===== config.mk =====
export PLATFORM = sky130hd
export DESIGN_NAME = eag_top
export DESIGN_NICKNAME = d
export VERILOG_FILES = /design/src/core/eag_pkg.sv /design/src/core/eag_top.sv
export SDC_FILE = /design/constraint.sdc
export NUM_CORES = 1
export LEC_CHECK = 0
export ABC_CLOCK_PERIOD_IN_PS = 1750
export BUFFER_PORTS_ARGS = -buffer_cell sky130_fd_sc_hd__clkbuf_2
export CAP_MARGIN = 20
export CORE_MARGIN = 1
export CORE_UTILIZATION = 30
export CTS_CLUSTER_DIAMETER = 30
export DETAILED_ROUTE_END_ITERATION = 6
export GPL_TIMING_DRIVEN = 0
export PLACE_DENSITY = 0.57
export SYNTH_ARGS = -nofsm -noshare
export SYNTH_HDL_FRONTEND = slang
export SYNTH_SLANG_ARGS = --single-unit

===== constraint.sdc =====
create_clock -name clk -period 1.75 [get_ports clk]
set_clock_uncertainty 0.2 [all_clocks]
set_input_delay 0.0875 -clock clk [delete_from_list [all_inputs] [get_ports clk]]
set_output_delay 0.0875 -clock clk [all_outputs]
set_load 0.05 [all_outputs]

===== src/core/eag_pkg.sv =====
// package: constants and types for the effective address generator
package eag_pkg;
  // ---------------------------------------------------------------
  // constants
  // ---------------------------------------------------------------
  localparam int          EAG_AW        = 32;
  localparam int          EAG_DISP_W    = 8;
  localparam int          EAG_ADDRESS_SPACE_IDENTIFIER_W    = 8;
  localparam logic [31:0] EAG_PC_OFFSET = 32'h0000_0004;
  localparam logic [31:0] EAG_LONG_MASK = 32'hFFFF_FFFC;
  localparam logic [31:0] EAG_RST_WORD  = 32'h0000_0000;
  localparam logic [7:0]  EAG_RST_ADDRESS_SPACE_IDENTIFIER  = 8'h00;
  localparam logic [3:0]  EAG_RST_REG   = 4'h0;

  // ---------------------------------------------------------------
  // types
  // ---------------------------------------------------------------
  typedef enum logic [2:0] {
    EAG_DIRECT, EAG_INDIRECT, EAG_POSTINC, EAG_PREDEC, EAG_PCREL_LD, EAG_PCREL_BR
  } eag_mode_type;

  typedef enum logic [1:0] {EAG_BYTE, EAG_WORD, EAG_LONG, EAG_QUAD} eag_size_type;

  // operand size in bytes for base register stepping
  function automatic logic [31:0] eag_step(input eag_size_type sz);
    unique case (sz)
      EAG_BYTE: eag_step = 32'h0000_0001;
      EAG_WORD: eag_step = 32'h0000_0002;
      EAG_LONG: eag_step = 32'h0000_0004;
      EAG_QUAD: eag_step = 32'h0000_0008;
    endcase
  endfunction
endpackage


===== src/core/eag_top.sv =====
// effective address generator datapath, one registered stage
`timescale 1ns/100ps
`default_nettype none
module eag_top import eag_pkg::*; (
  // clock and reset
  input  wire logic              clk,
  input  wire logic              rstn,
  input  wire logic              ce,
  // decoded request
  input  wire logic              req_valid,
  input  var  eag_mode_type      req_mode,
  input  var  eag_size_type      req_size,
  input  wire logic [EAG_DISP_W-1:0] req_disp,
  input  wire logic [3:0]        req_reg_num,
  // register file and program counter
  input  wire logic [EAG_AW-1:0] base_register,
  input  wire logic [EAG_AW-1:0] pc_current,
  // mmu control register fields
  input  wire logic              translation_enable_bit,
  input  wire logic              single_virtual_space_bit,
  input  wire logic [EAG_ADDRESS_SPACE_IDENTIFIER_W-1:0] address_space_identifier,
  // memory access path
  output logic                   ea_valid_r,
  output logic [EAG_AW-1:0]      ea_r,
  output logic                   xlat_req_r,
  output logic                   address_space_identifier_valid_r,
  output logic [EAG_ADDRESS_SPACE_IDENTIFIER_W-1:0]  address_space_identifier_r,
  // branch unit
  output logic                   br_valid_r,
  output logic [EAG_AW-1:0]      br_target_r,
  // register direct operand and base write-back
  output logic                   opnd_valid_r,
  output logic [EAG_AW-1:0]      opnd_r,
  output logic                   wb_valid_r,
  output logic [3:0]             wb_reg_num_r,
  output logic [EAG_AW-1:0]      wb_data_r
);
  // ---------------------------------------------------------------
  // address arithmetic
  // ---------------------------------------------------------------
  logic [EAG_AW-1:0] step;
  logic [EAG_AW-1:0] disp_zx_scaled;
  logic [EAG_AW-1:0] disp_sx_x2;
  logic [EAG_AW-1:0] pc_base;
  logic [EAG_AW-1:0] ld_addr;
  logic [EAG_AW-1:0] br_addr;
  logic [EAG_AW-1:0] dec_addr;
  logic [EAG_AW-1:0] inc_addr;
  logic              is_mem;

  // one step feeds both adders; the unused sum is simply dropped
  assign step    = eag_step(req_size);
  assign dec_addr = base_register - step;
  assign inc_addr = base_register + step;
  // long scales by 4 with masked pc; anything else scales by 2
  assign disp_zx_scaled = (req_size == EAG_LONG) ? {22'h0, req_disp, 2'h0}
                                                 : {23'h0, req_disp, 1'h0};
  assign pc_base = (req_size == EAG_LONG) ? (pc_current & EAG_LONG_MASK)
                                          : pc_current;
  assign ld_addr = pc_base + EAG_PC_OFFSET + disp_zx_scaled;
  // branch ignores size: a branch is always halfword scaled
  assign disp_sx_x2 = {{23{req_disp[EAG_DISP_W-1]}}, req_disp, 1'h0};
  assign br_addr = pc_current + EAG_PC_OFFSET + disp_sx_x2;
  // only these modes touch memory, so only they may ask for translation
  assign is_mem = req_valid && (req_mode inside {EAG_INDIRECT, EAG_POSTINC,
                                                 EAG_PREDEC, EAG_PCREL_LD});

  // ---------------------------------------------------------------
  // effective address stage
  // ---------------------------------------------------------------
  always_ff @(posedge clk or negedge rstn) begin
    if (!rstn) begin
      ea_valid_r <= 1'b0;
      ea_r       <= EAG_RST_WORD;
    end else if (ce) begin
      ea_valid_r <= is_mem;
      unique case (req_mode)
        EAG_PREDEC:   ea_r <= dec_addr;
        EAG_PCREL_LD: ea_r <= ld_addr;
        default:      ea_r <= base_register;
      endcase
    end
  end

  // ---------------------------------------------------------------
  // translation hand-off
  // ---------------------------------------------------------------
  always_ff @(posedge clk or negedge rstn) begin
    if (!rstn) begin
      xlat_req_r   <= 1'b0;
      address_space_identifier_valid_r <= 1'b0;
      address_space_identifier_r       <= EAG_RST_ADDRESS_SPACE_IDENTIFIER;
    end else if (ce) begin
      xlat_req_r   <= is_mem && translation_enable_bit;
      address_space_identifier_valid_r <= is_mem && translation_enable_bit && !single_virtual_space_bit;
      // zero in single space, so a stale id never reaches translation
      address_space_identifier_r       <= single_virtual_space_bit ? EAG_RST_ADDRESS_SPACE_IDENTIFIER : address_space_identifier;
    end
  end

  // ---------------------------------------------------------------
  // branch target and register direct operand
  // ---------------------------------------------------------------
  always_ff @(posedge clk or negedge rstn) begin
    if (!rstn) begin
      br_valid_r   <= 1'b0;
      br_target_r  <= EAG_RST_WORD;
      opnd_valid_r <= 1'b0;
      opnd_r       <= EAG_RST_WORD;
    end else if (ce) begin
      br_valid_r   <= req_valid && (req_mode == EAG_PCREL_BR);
      br_target_r  <= br_addr;
      // direct mode never raises ea_valid_r
      opnd_valid_r <= req_valid && (req_mode == EAG_DIRECT);
      opnd_r       <= base_register;
    end
  end

  // ---------------------------------------------------------------
  // base register write-back
  // ---------------------------------------------------------------
  always_ff @(posedge clk or negedge rstn) begin
    if (!rstn) begin
      wb_valid_r   <= 1'b0;
      wb_reg_num_r <= EAG_RST_REG;
      wb_data_r    <= EAG_RST_WORD;
    end else if (ce) begin
      // indirect mode leaves the base alone
      wb_valid_r   <= req_valid && (req_mode inside {EAG_POSTINC, EAG_PREDEC});
      wb_reg_num_r <= req_reg_num;
      // data is don't-care outside stepping modes, so no extra mux
      wb_data_r    <= (req_mode == EAG_PREDEC) ? dec_addr : inc_addr;
    end
  end
endmodule // eag_top
`default_nettype wire


==> metrics.md, run 1 <==
| Metric | Value |
|---|---|
| Status | `finished with violations` |
| Failing checks | `negative hold slack, negative setup slack` |
| Warnings, synthesis | `0` |
| R2R depth | `2` |
| RSZ-0062 raised after global routing | `true` |
| Worst hold slack | `-0.05500 ns` |
| Crit path capture type | `register` |
| Hold Fails Final Rpt | `39` |
| FF+latch area | `3654 sq um` |
| Post-DP HPWL | `30,320 microns` |
| Die Y | `190.1 microns` |
| Most frequent cells in the layout | `229 x clkbuf_2, 146 x dfrtp_1, 78 x nand2_1` |
| Sequential fraction of the synthesis area | `34.41%` |
| Largest net degree at the start of global routing | `109` |
| DRC violations left | `0` |
| VDD IR max | `0.7306 mV` |
| FMAX | `0.3953 GHz` |
| FF+latch count, synth | `146` |
| Final design utilization | `48.99%` |
| Largest cells by area after synthesis | `dfrtp_1 34%, ha_1 10%, mux2_2 9.1%, o21ai_0 3.6%, nand2_1 3.4%` |
| CP max FO | `4` |
| Startpoint types | `primary input` |
| Iteration-0 DRC Markers | `695` |
| Fin. max-slew vios | `0` |
| Max-slew headroom | `34.70%` |
| Multi-input logic area | `8615 sq um` |
| Clk Latency, worst-skew pair | `0.44 ns` |
| Post-route ant nets | `0` |
| Via count | `11.01k` |
| Cell mode on critical path | `buf_6` |
| Setup ws final | `-0.7799 ns` |
| P per Cell Area | `837.5 nW/um^2` |
| Yosys cell types | `72` |
| Measured slew at the worst slew-check pin | `0.9795 ns` |
| WL/cell | `21.10 microns` |
| Initial Utilization | `30.59%` |
| Port bufs | `228` |
| Worst r2r src | `ea_r[18]` |
| Mapped Nets | `1,356` |
| Dpl cells | `1,856` |
| Hold WC Path Type | `primary input to asynchronous set/reset pin` |
| Critical path's largest stage delay | `0.37 ns` |
| IO Pins | `241` |
| Die W | `190.1 microns` |
| Setup-failing EPs final | `80` |
| Net switching power | `0.006001 W` |
| R2R Setup Slk | `0.68 ns` |
| CTS tree | `yes` |
| Clock power share | `26.3%` |
| CTS Buffer Depth | `2` |
| CP max-delay cell | `fa_2` |
| EDFF count, synth | `0` |
| Gr usage total | `23.45%` |
| Sink Count | `146` |
| Filler cells | `3,227` |
| Num CTS Buffers | `17` |
| Synth async-reset ratio | `100.0%` |
| RD Place Congestion | `0.8817` |
| Via/cell ratio | `5.358` |
| Sw Ratio | `42.14%` |
| Mean post-synth cell area | `9.059 sq um` |
| Initial antenna violation count | `1` |
| Share of layout cells above drive strength 1 | `46.18%` |
| Seq pwr share | `29.0%` |
| First-pass GRT wire length | `63,970 microns` |
| Most common cell after layout, fill and taps aside | `clkbuf_2` |
| Post-Syn Instances | `1,172` |
| Die area | `36,150 sq um` |
| Clock Tree Root | `clkbuf_16` |
| Vias in the first global route | `10.79k` |
| Minimum clock period | `2.530 ns` |
| Fin cells | `2,054` |
| Layout Nets | `1,769` |
| WP data arrival | `2.67 ns` |
| Register clock-pin slew on the reported worst setup and hold paths | `0.07 ns` |
| Detailed Routing Iterations Pass 1 | `5` |
| Fin Setup TNS | `-41.44 ns` |
| Top cell type's share of synthesized area | `34.41%` |
| Remaining Overflow, GRT | `0` |
| Critical path cell sequence | `buf_8 -> buf_6 -> nor2_4 -> ha_4 -> inv_2 -> fa_2 -> a21o_4 -> a2111oi_4 -> buf_6 -> nand3_4 -> or3_1 -> o31a_1 -> xnor2_1 -> mux2_4` |
| Detailed Route WL | `43,340 microns` |
| Setup crit start | `req_size[0]` |
| Area delta synth->final | `60.16%` |
| Area leader, netlist | `dfrtp_1` |
| H-tree levels | `4` |
| Req. time, crit path | `1.89 ns` |
| MaxCap Viol Count | `0` |
| Total core area | `34,710 sq um` |
| Kind of critical path | `primary input to register` |
| Ys flop type | `dfrtp_1` |
| Post-Syn Area | `10,620 sq um` |
| Worst r2r dst | `ea_r[18]` |
| Comb pwr share | `44.6%` |
| Row count | `68` |
| Internal Power | `0.008240 W` |
| Final worst path period share | `144.6%` |
| Lkg Pwr | `7.175 nW` |
| Overall power | `0.01424 W` |
registers in the layout (all words and copies together) (netlist names):
signal and count:
br_valid_r 1, address_space_identifier_r 8, ea_valid_r 1, wb_data_r 32
opnd_r 32, br_target_r 32, xlat_req_r 1, address_space_identifier_valid_r 1
opnd_valid_r 1, wb_reg_num_r 4, ea_r 32, wb_valid_r 1
worst max-delay path: cells and delay by family:
family / cells / cell delay, ns
adders and majority gates: 2 / 0.52
muxes: 1 / 0.25
and+or+nand+nor: 3 / 0.57
AOI/OAI and AO/OA: 3 / 0.65
buffers and inverters: 4 / 0.44
xor gates and xnor gates: 1 / 0.13
worst max-delay path by stage:
stage,end,slack (ns),depth (start not counted)
after floorplan,ea_r[19],-1.02,13
after global routing,ea_r[29],-0.87,17
after global placement,opnd_r[5],-2.46,1
final,wb_data_r[26],-0.78,14
after CTS,ea_r[29],-0.82,15
after detailed placement,ea_r[19],-1.90,10
timing repair:
item | CTS | global route
hold buffers | 72 | 1
pin swaps | 100 | 91
gates cloned | 3 | 0
endpoints found under the hold margin | 233 | 39
endpoints found under the setup margin | 109 | 96
setup buffers | 64 | 35
resized for setup | 204 | 196
per-stage QoR:
step | instance area [sq um] | setup WS [ns]
2_1_floorplan | 11400 | -1.021
3_3_place_gp | 13120 | -2.455
3_5_place_dp | 13150 | -1.903
4_1_cts | 16030 | -0.8180
5_1_grt | 17000 | -0.8746
6_report | 17010 | -0.7799
layout make-up:
cell class | instances | share of cell area (%)
timing repair buffer | 400 | 17.59
sequential | 146 | 21.48
multi-input combinational | 906 | 50.66
buffer | 62 | 2.119
antenna | 1 | 0.01472
clock inverter | 12 | 0.6990
clock buffer | 20 | 2.744
tap | 455 | 3.348
inverter | 52 | 1.339
cells by family (layout without fill, tap and decap cells):
group / after synthesis / after routing / share of synthesized area [%]
AND/OR/NAND/NOR: 346 / 346 / 16.24
multiplexers: 90 / 90 / 9.498
XOR/XNOR: 71 / 71 / 5.857
other: 0 / 1 / 0
adder cells (fa/ha/maj): 89 / 89 / 10.77
buffers and inverters: 120 / 546 / 4.372
AO/OA/AOI/OAI: 310 / 310 / 18.85
flip-flops: 146 / 146 / 34.41
Yosys cell counts, types with 6 or more instances:
| cell | number |
|---|---|
| and3_1 | 11 |
| nand3b_1 | 12 |
| and2_1 | 12 |
| mux2_2 | 86 |
| xor2_1 | 36 |
| o21a_1 | 13 |
| nor2b_1 | 6 |
| a21o_1 | 13 |
| nor4_1 | 11 |
| nor3_1 | 14 |
| dfrtp_1 | 146 |
| a31oi_1 | 26 |
| o21ai_0 | 77 |
| inv_1 | 51 |
| ha_1 | 85 |
| nand2_1 | 96 |
| or3_1 | 13 |
| xnor2_1 | 35 |
| o22ai_1 | 9 |
| o211ai_1 | 15 |
| a211oi_1 | 11 |
| nand2b_1 | 8 |
| nand4_1 | 24 |
| a21oi_1 | 68 |
| nor2_1 | 82 |
| nand3_1 | 38 |
| o21ai_1 | 9 |
| o21bai_1 | 8 |
| clkbuf_1 | 57 |
power by group through the flow:
stage / combinational, W / clock [W] / sequential (W)
after floorplan: 0.00210 / 0 / 0.00586
after global placement: 0.00522 / 0 / 0.00417
after detailed placement: 0.00527 / 0 / 0.00419
after CTS: 0.00597 / 0.00384 / 0.00413
after global routing: 0.00674 / 0.00394 / 0.00420
final: 0.00636 / 0.00375 / 0.00414
per-layer routing:
| metal | track usage, % | up-vias | routed length, microns |
|---|---|---|---|
| li1 | - | 5131 | - |
| met1 | 30.61 | 5451 | 18800 |
| met2 | 37.96 | 366 | 20450 |
| met3 | 5.774 | 56 | 3008 |
| met4 | 7.200 | 2 | 1067 |
| met5 | 0 | - | 13 |
Note: power is estimated with default switching activity, not from simulation.
==> inputs of run 2 (changes only) <==
Settings changed: ABC_AREA set to 1.
==> metrics.md, run 2 <==
| Metric | Value |
|---|---|
| Port bufs | `232` |
| Hold WC Path Type | `primary input to asynchronous set/reset pin` |
| MaxCap Viol Count | `0` |
| DRC violations left | `0` |
| Failing checks | `negative hold slack, negative setup slack` |
| Clk Latency, worst-skew pair | `0.45 ns` |
| Initial Utilization | `30.59%` |
| Largest family of logic cells by synthesized area | `simple AND/OR/NAND/NOR gates` |
| Ys flop type | `dfrtp_1` |
| Status | `finished with violations` |
| Startpoint types | `primary input` |
| Post-Syn Instances | `1,860` |
| Worst slack at placement | `-1.447 ns` |
| Num CTS Buffers | `17` |
| Largest net degree at the start of global routing | `98` |
| Yosys cell types | `45` |
| Overall power | `0.01435 W` |
| Post-DP HPWL | `41,050 microns` |
| Gr usage total | `26.60%` |
| Die Y | `201.2 microns` |
| Row count | `72` |
| FMAX | `0.4426 GHz` |
| Synth async-reset ratio | `100.0%` |
| Filler cells | `3,988` |
| Setup-failing EPs final | `66` |
| Most common cell after layout, fill and taps aside | `nand2_1` |
| FF+latch count, synth | `146` |
| Measured slew at the worst slew-check pin | `0.9786 ns` |
| RSZ-0062 raised after global routing | `true` |
| Setup ws final | `-0.5096 ns` |
| Minimum clock period | `2.260 ns` |
| VDD IR max | `0.7027 mV` |
| Lkg Pwr | `8.545 nW` |
| Max-slew headroom | `34.76%` |
| Most frequent cells in the layout | `487 x nand2_1, 233 x clkbuf_2, 220 x nor2_1` |
| Register clock-pin slew on the reported worst setup and hold paths | `0.07 ns` |
| RD Place Congestion | `0.9589` |
| Vias in the first global route | `13.94k` |
| CP max FO | `6` |
| Via/cell ratio | `5.065` |
| Clock Tree Root | `clkbuf_16` |
| Initial antenna violation count | `4` |
| IO Pins | `241` |
| EDFF count, synth | `0` |
| Top cell type's share of synthesized area | `30.69%` |
| H-tree levels | `4` |
| First-pass GRT wire length | `81,630 microns` |
| Top-count cell post-synth | `nand2_1` |
| WL/cell | `19.61 microns` |
| Area delta synth->final | `53.99%` |
| Hold Fails Final Rpt | `41` |
| Remaining Overflow, GRT | `0` |
| Total core area | `38,920 sq um` |
| Worst hold slack | `-0.08677 ns` |
| CTS Buffer Depth | `2` |
| Req. time, crit path | `1.90 ns` |
| Via count | `14.20k` |
| Post-route ant nets | `0` |
| WP data arrival | `2.40 ns` |
| Xor-xnor portion of the synthesized cell area | `1.545%` |
| Mean post-synth cell area | `6.401 sq um` |
| Mapped Nets | `2,044` |
| Multiplexer share of the synthesized area | `0%` |
| Sink Count | `146` |
| Warnings, synthesis | `0` |
| Detailed Route WL | `54,970 microns` |
| Post-Synth Adder-Cell Area | `9.605%` |
| Sequential fraction of the synthesis area | `30.69%` |
| Detailed Routing Iterations Pass 1 | `6` |
| Kind of critical path | `primary input to register` |
| Layout Nets | `2,455` |
| CTS tree | `yes` |
| Iteration-0 DRC Markers | `856` |
| Compound-gate portion of the synthesized area | `10.61%` |
| Simple-gate share of the synthesized area | `39.14%` |
| Commonest cells post-synth | `586 x nand2_1, 273 x nor2_1, 186 x inv_1, 156 x nand3_1, 146 x dfrtp_1` |
| Die W | `201.2 microns` |
| Share of layout cells above drive strength 1 | `34.65%` |
| Post-Syn Area | `11,910 sq um` |
| Fin. max-slew vios | `0` |
| Crit path capture type | `register` |
| Final design utilization | `47.11%` |
| Final worst path period share | `129.1%` |
| Largest cells by area after synthesis | `dfrtp_1 31%, nand2_1 18%, ha_1 8.9%, nor2_1 8.6%, nand3_1 6.6%` |
| P per Cell Area | `782.8 nW/um^2` |
| Die area | `40,490 sq um` |
| Area leader, netlist | `dfrtp_1` |
run 2: cell count changes after synthesis, moves of 26 or more:
cell / change
mux2_2: -86
inv_1: +135
nand2_1: +490
clkbuf_1: -26
xor2_1: -26
nor2_1: +191
nand3_1: +118
o21ai_0: +34
run 2: path summary, 6_finish.rpt:
| path | cells past startpoint | slack, ns | endpoint | start |
|---|---|---|---|---|
| worst max-delay path | 21 | -0.51 | ea_r[26] | req_size[1] |
| worst min-delay path | 2 | -0.09 | br_target_r[26] | rstn |
| worst max register to register | 2 | 0.80 | wb_data_r[15] | wb_data_r[15] |
| worst min register to register | 2 | 0.27 | wb_reg_num_r[2] | wb_reg_num_r[2] |
| max in group asynchronous | 3 | 0.17 | wb_reg_num_r[1] | rstn |
| min in group clk | 6 | 0.01 | ea_r[27] | pc_current[27] |
run 2: report_power, final:
part           internal (W)  switching (W)  total [W]  leakage [nW]
Combinational       0.00201        0.00424    0.00625          6.51
Sequential          0.00380       0.000285    0.00408          1.74
Clock               0.00230        0.00172    0.00402         0.295
Total               0.00811        0.00624     0.0144          8.55
run 2: cell type report:
class / instances / area (sq um) / share of cell area [%]
Inverter: 200 / 800.8 / 4.367
Timing Repair Buffer: 392 / 2825 / 15.41
Antenna cell: 2 / 5.005 / 0.02730
Clock buffer: 18 / 439.2 / 2.395
Multi-Input combinational cell: 1459 / 9492 / 51.77
Clock inverter: 13 / 177.7 / 0.9690
Sequential cell: 146 / 3654 / 19.93
Buffer: 55 / 294.0 / 1.604
Tap cell: 518 / 648.1 / 3.535
run 2: cells by family after synthesis:
kind of cell	Yosys count
AOI/OAI and AO/OA	235
adders and majority gates	89
buffers and inverters	255
xor gates and xnor gates	21
DFF	146
and+or+nand+nor	1114
run 2: critical path, stage by stage:
cell       delay (ns)
clkbuf_16        0.12
inv_12           0.03
nor2_4           0.19
buf_8            0.15
o21ai_2          0.05
ha_1             0.29
inv_2            0.07
ha_4             0.13
inv_2            0.03
fa_2             0.32
inv_2            0.07
nand3_2          0.08
nand3_4          0.11
nand3_4          0.09
nand3_4          0.13
buf_6            0.12
nand3_2          0.05
nand2_1          0.08
nor2_2           0.05
nor2_1           0.09
nor2_1           0.05
run 2: stage by stage:
stage	cells	instance area (sq um)	TNS (ns)
floorplan	1860	12530	-16.27
global placement	2610	14340	-450.11
detailed placement	2611	14380	-99.22
CTS	2769	17120	-19.89
global route	2802	18330	-27.73
finish	2803	18340	-20.66
run 2: what timing repair did:
action | 4_1_cts | 5_1_grt
hold buffers | 79 | 4
endpoints found under the setup margin | 97 | 101
gates resized for setup | 206 | 263
hold endpoints to repair | 244 | 12
gates cloned | 1 | 1
buffers inserted | 49 | 32
pin swaps | 70 | 113
run 2: layer usage:
| layer | vias to the layer above | track usage [%] | wire (microns) |
|---|---|---|---|
| met1 | 6760 | 32.81 | 23000 |
| li1 | 6855 | - | - |
| met3 | 103 | 4.810 | 3364 |
| met4 | 4 | 12.36 | 2101 |
| met5 | - | 0 | 23 |
| met2 | 474 | 44.90 | 26480 |
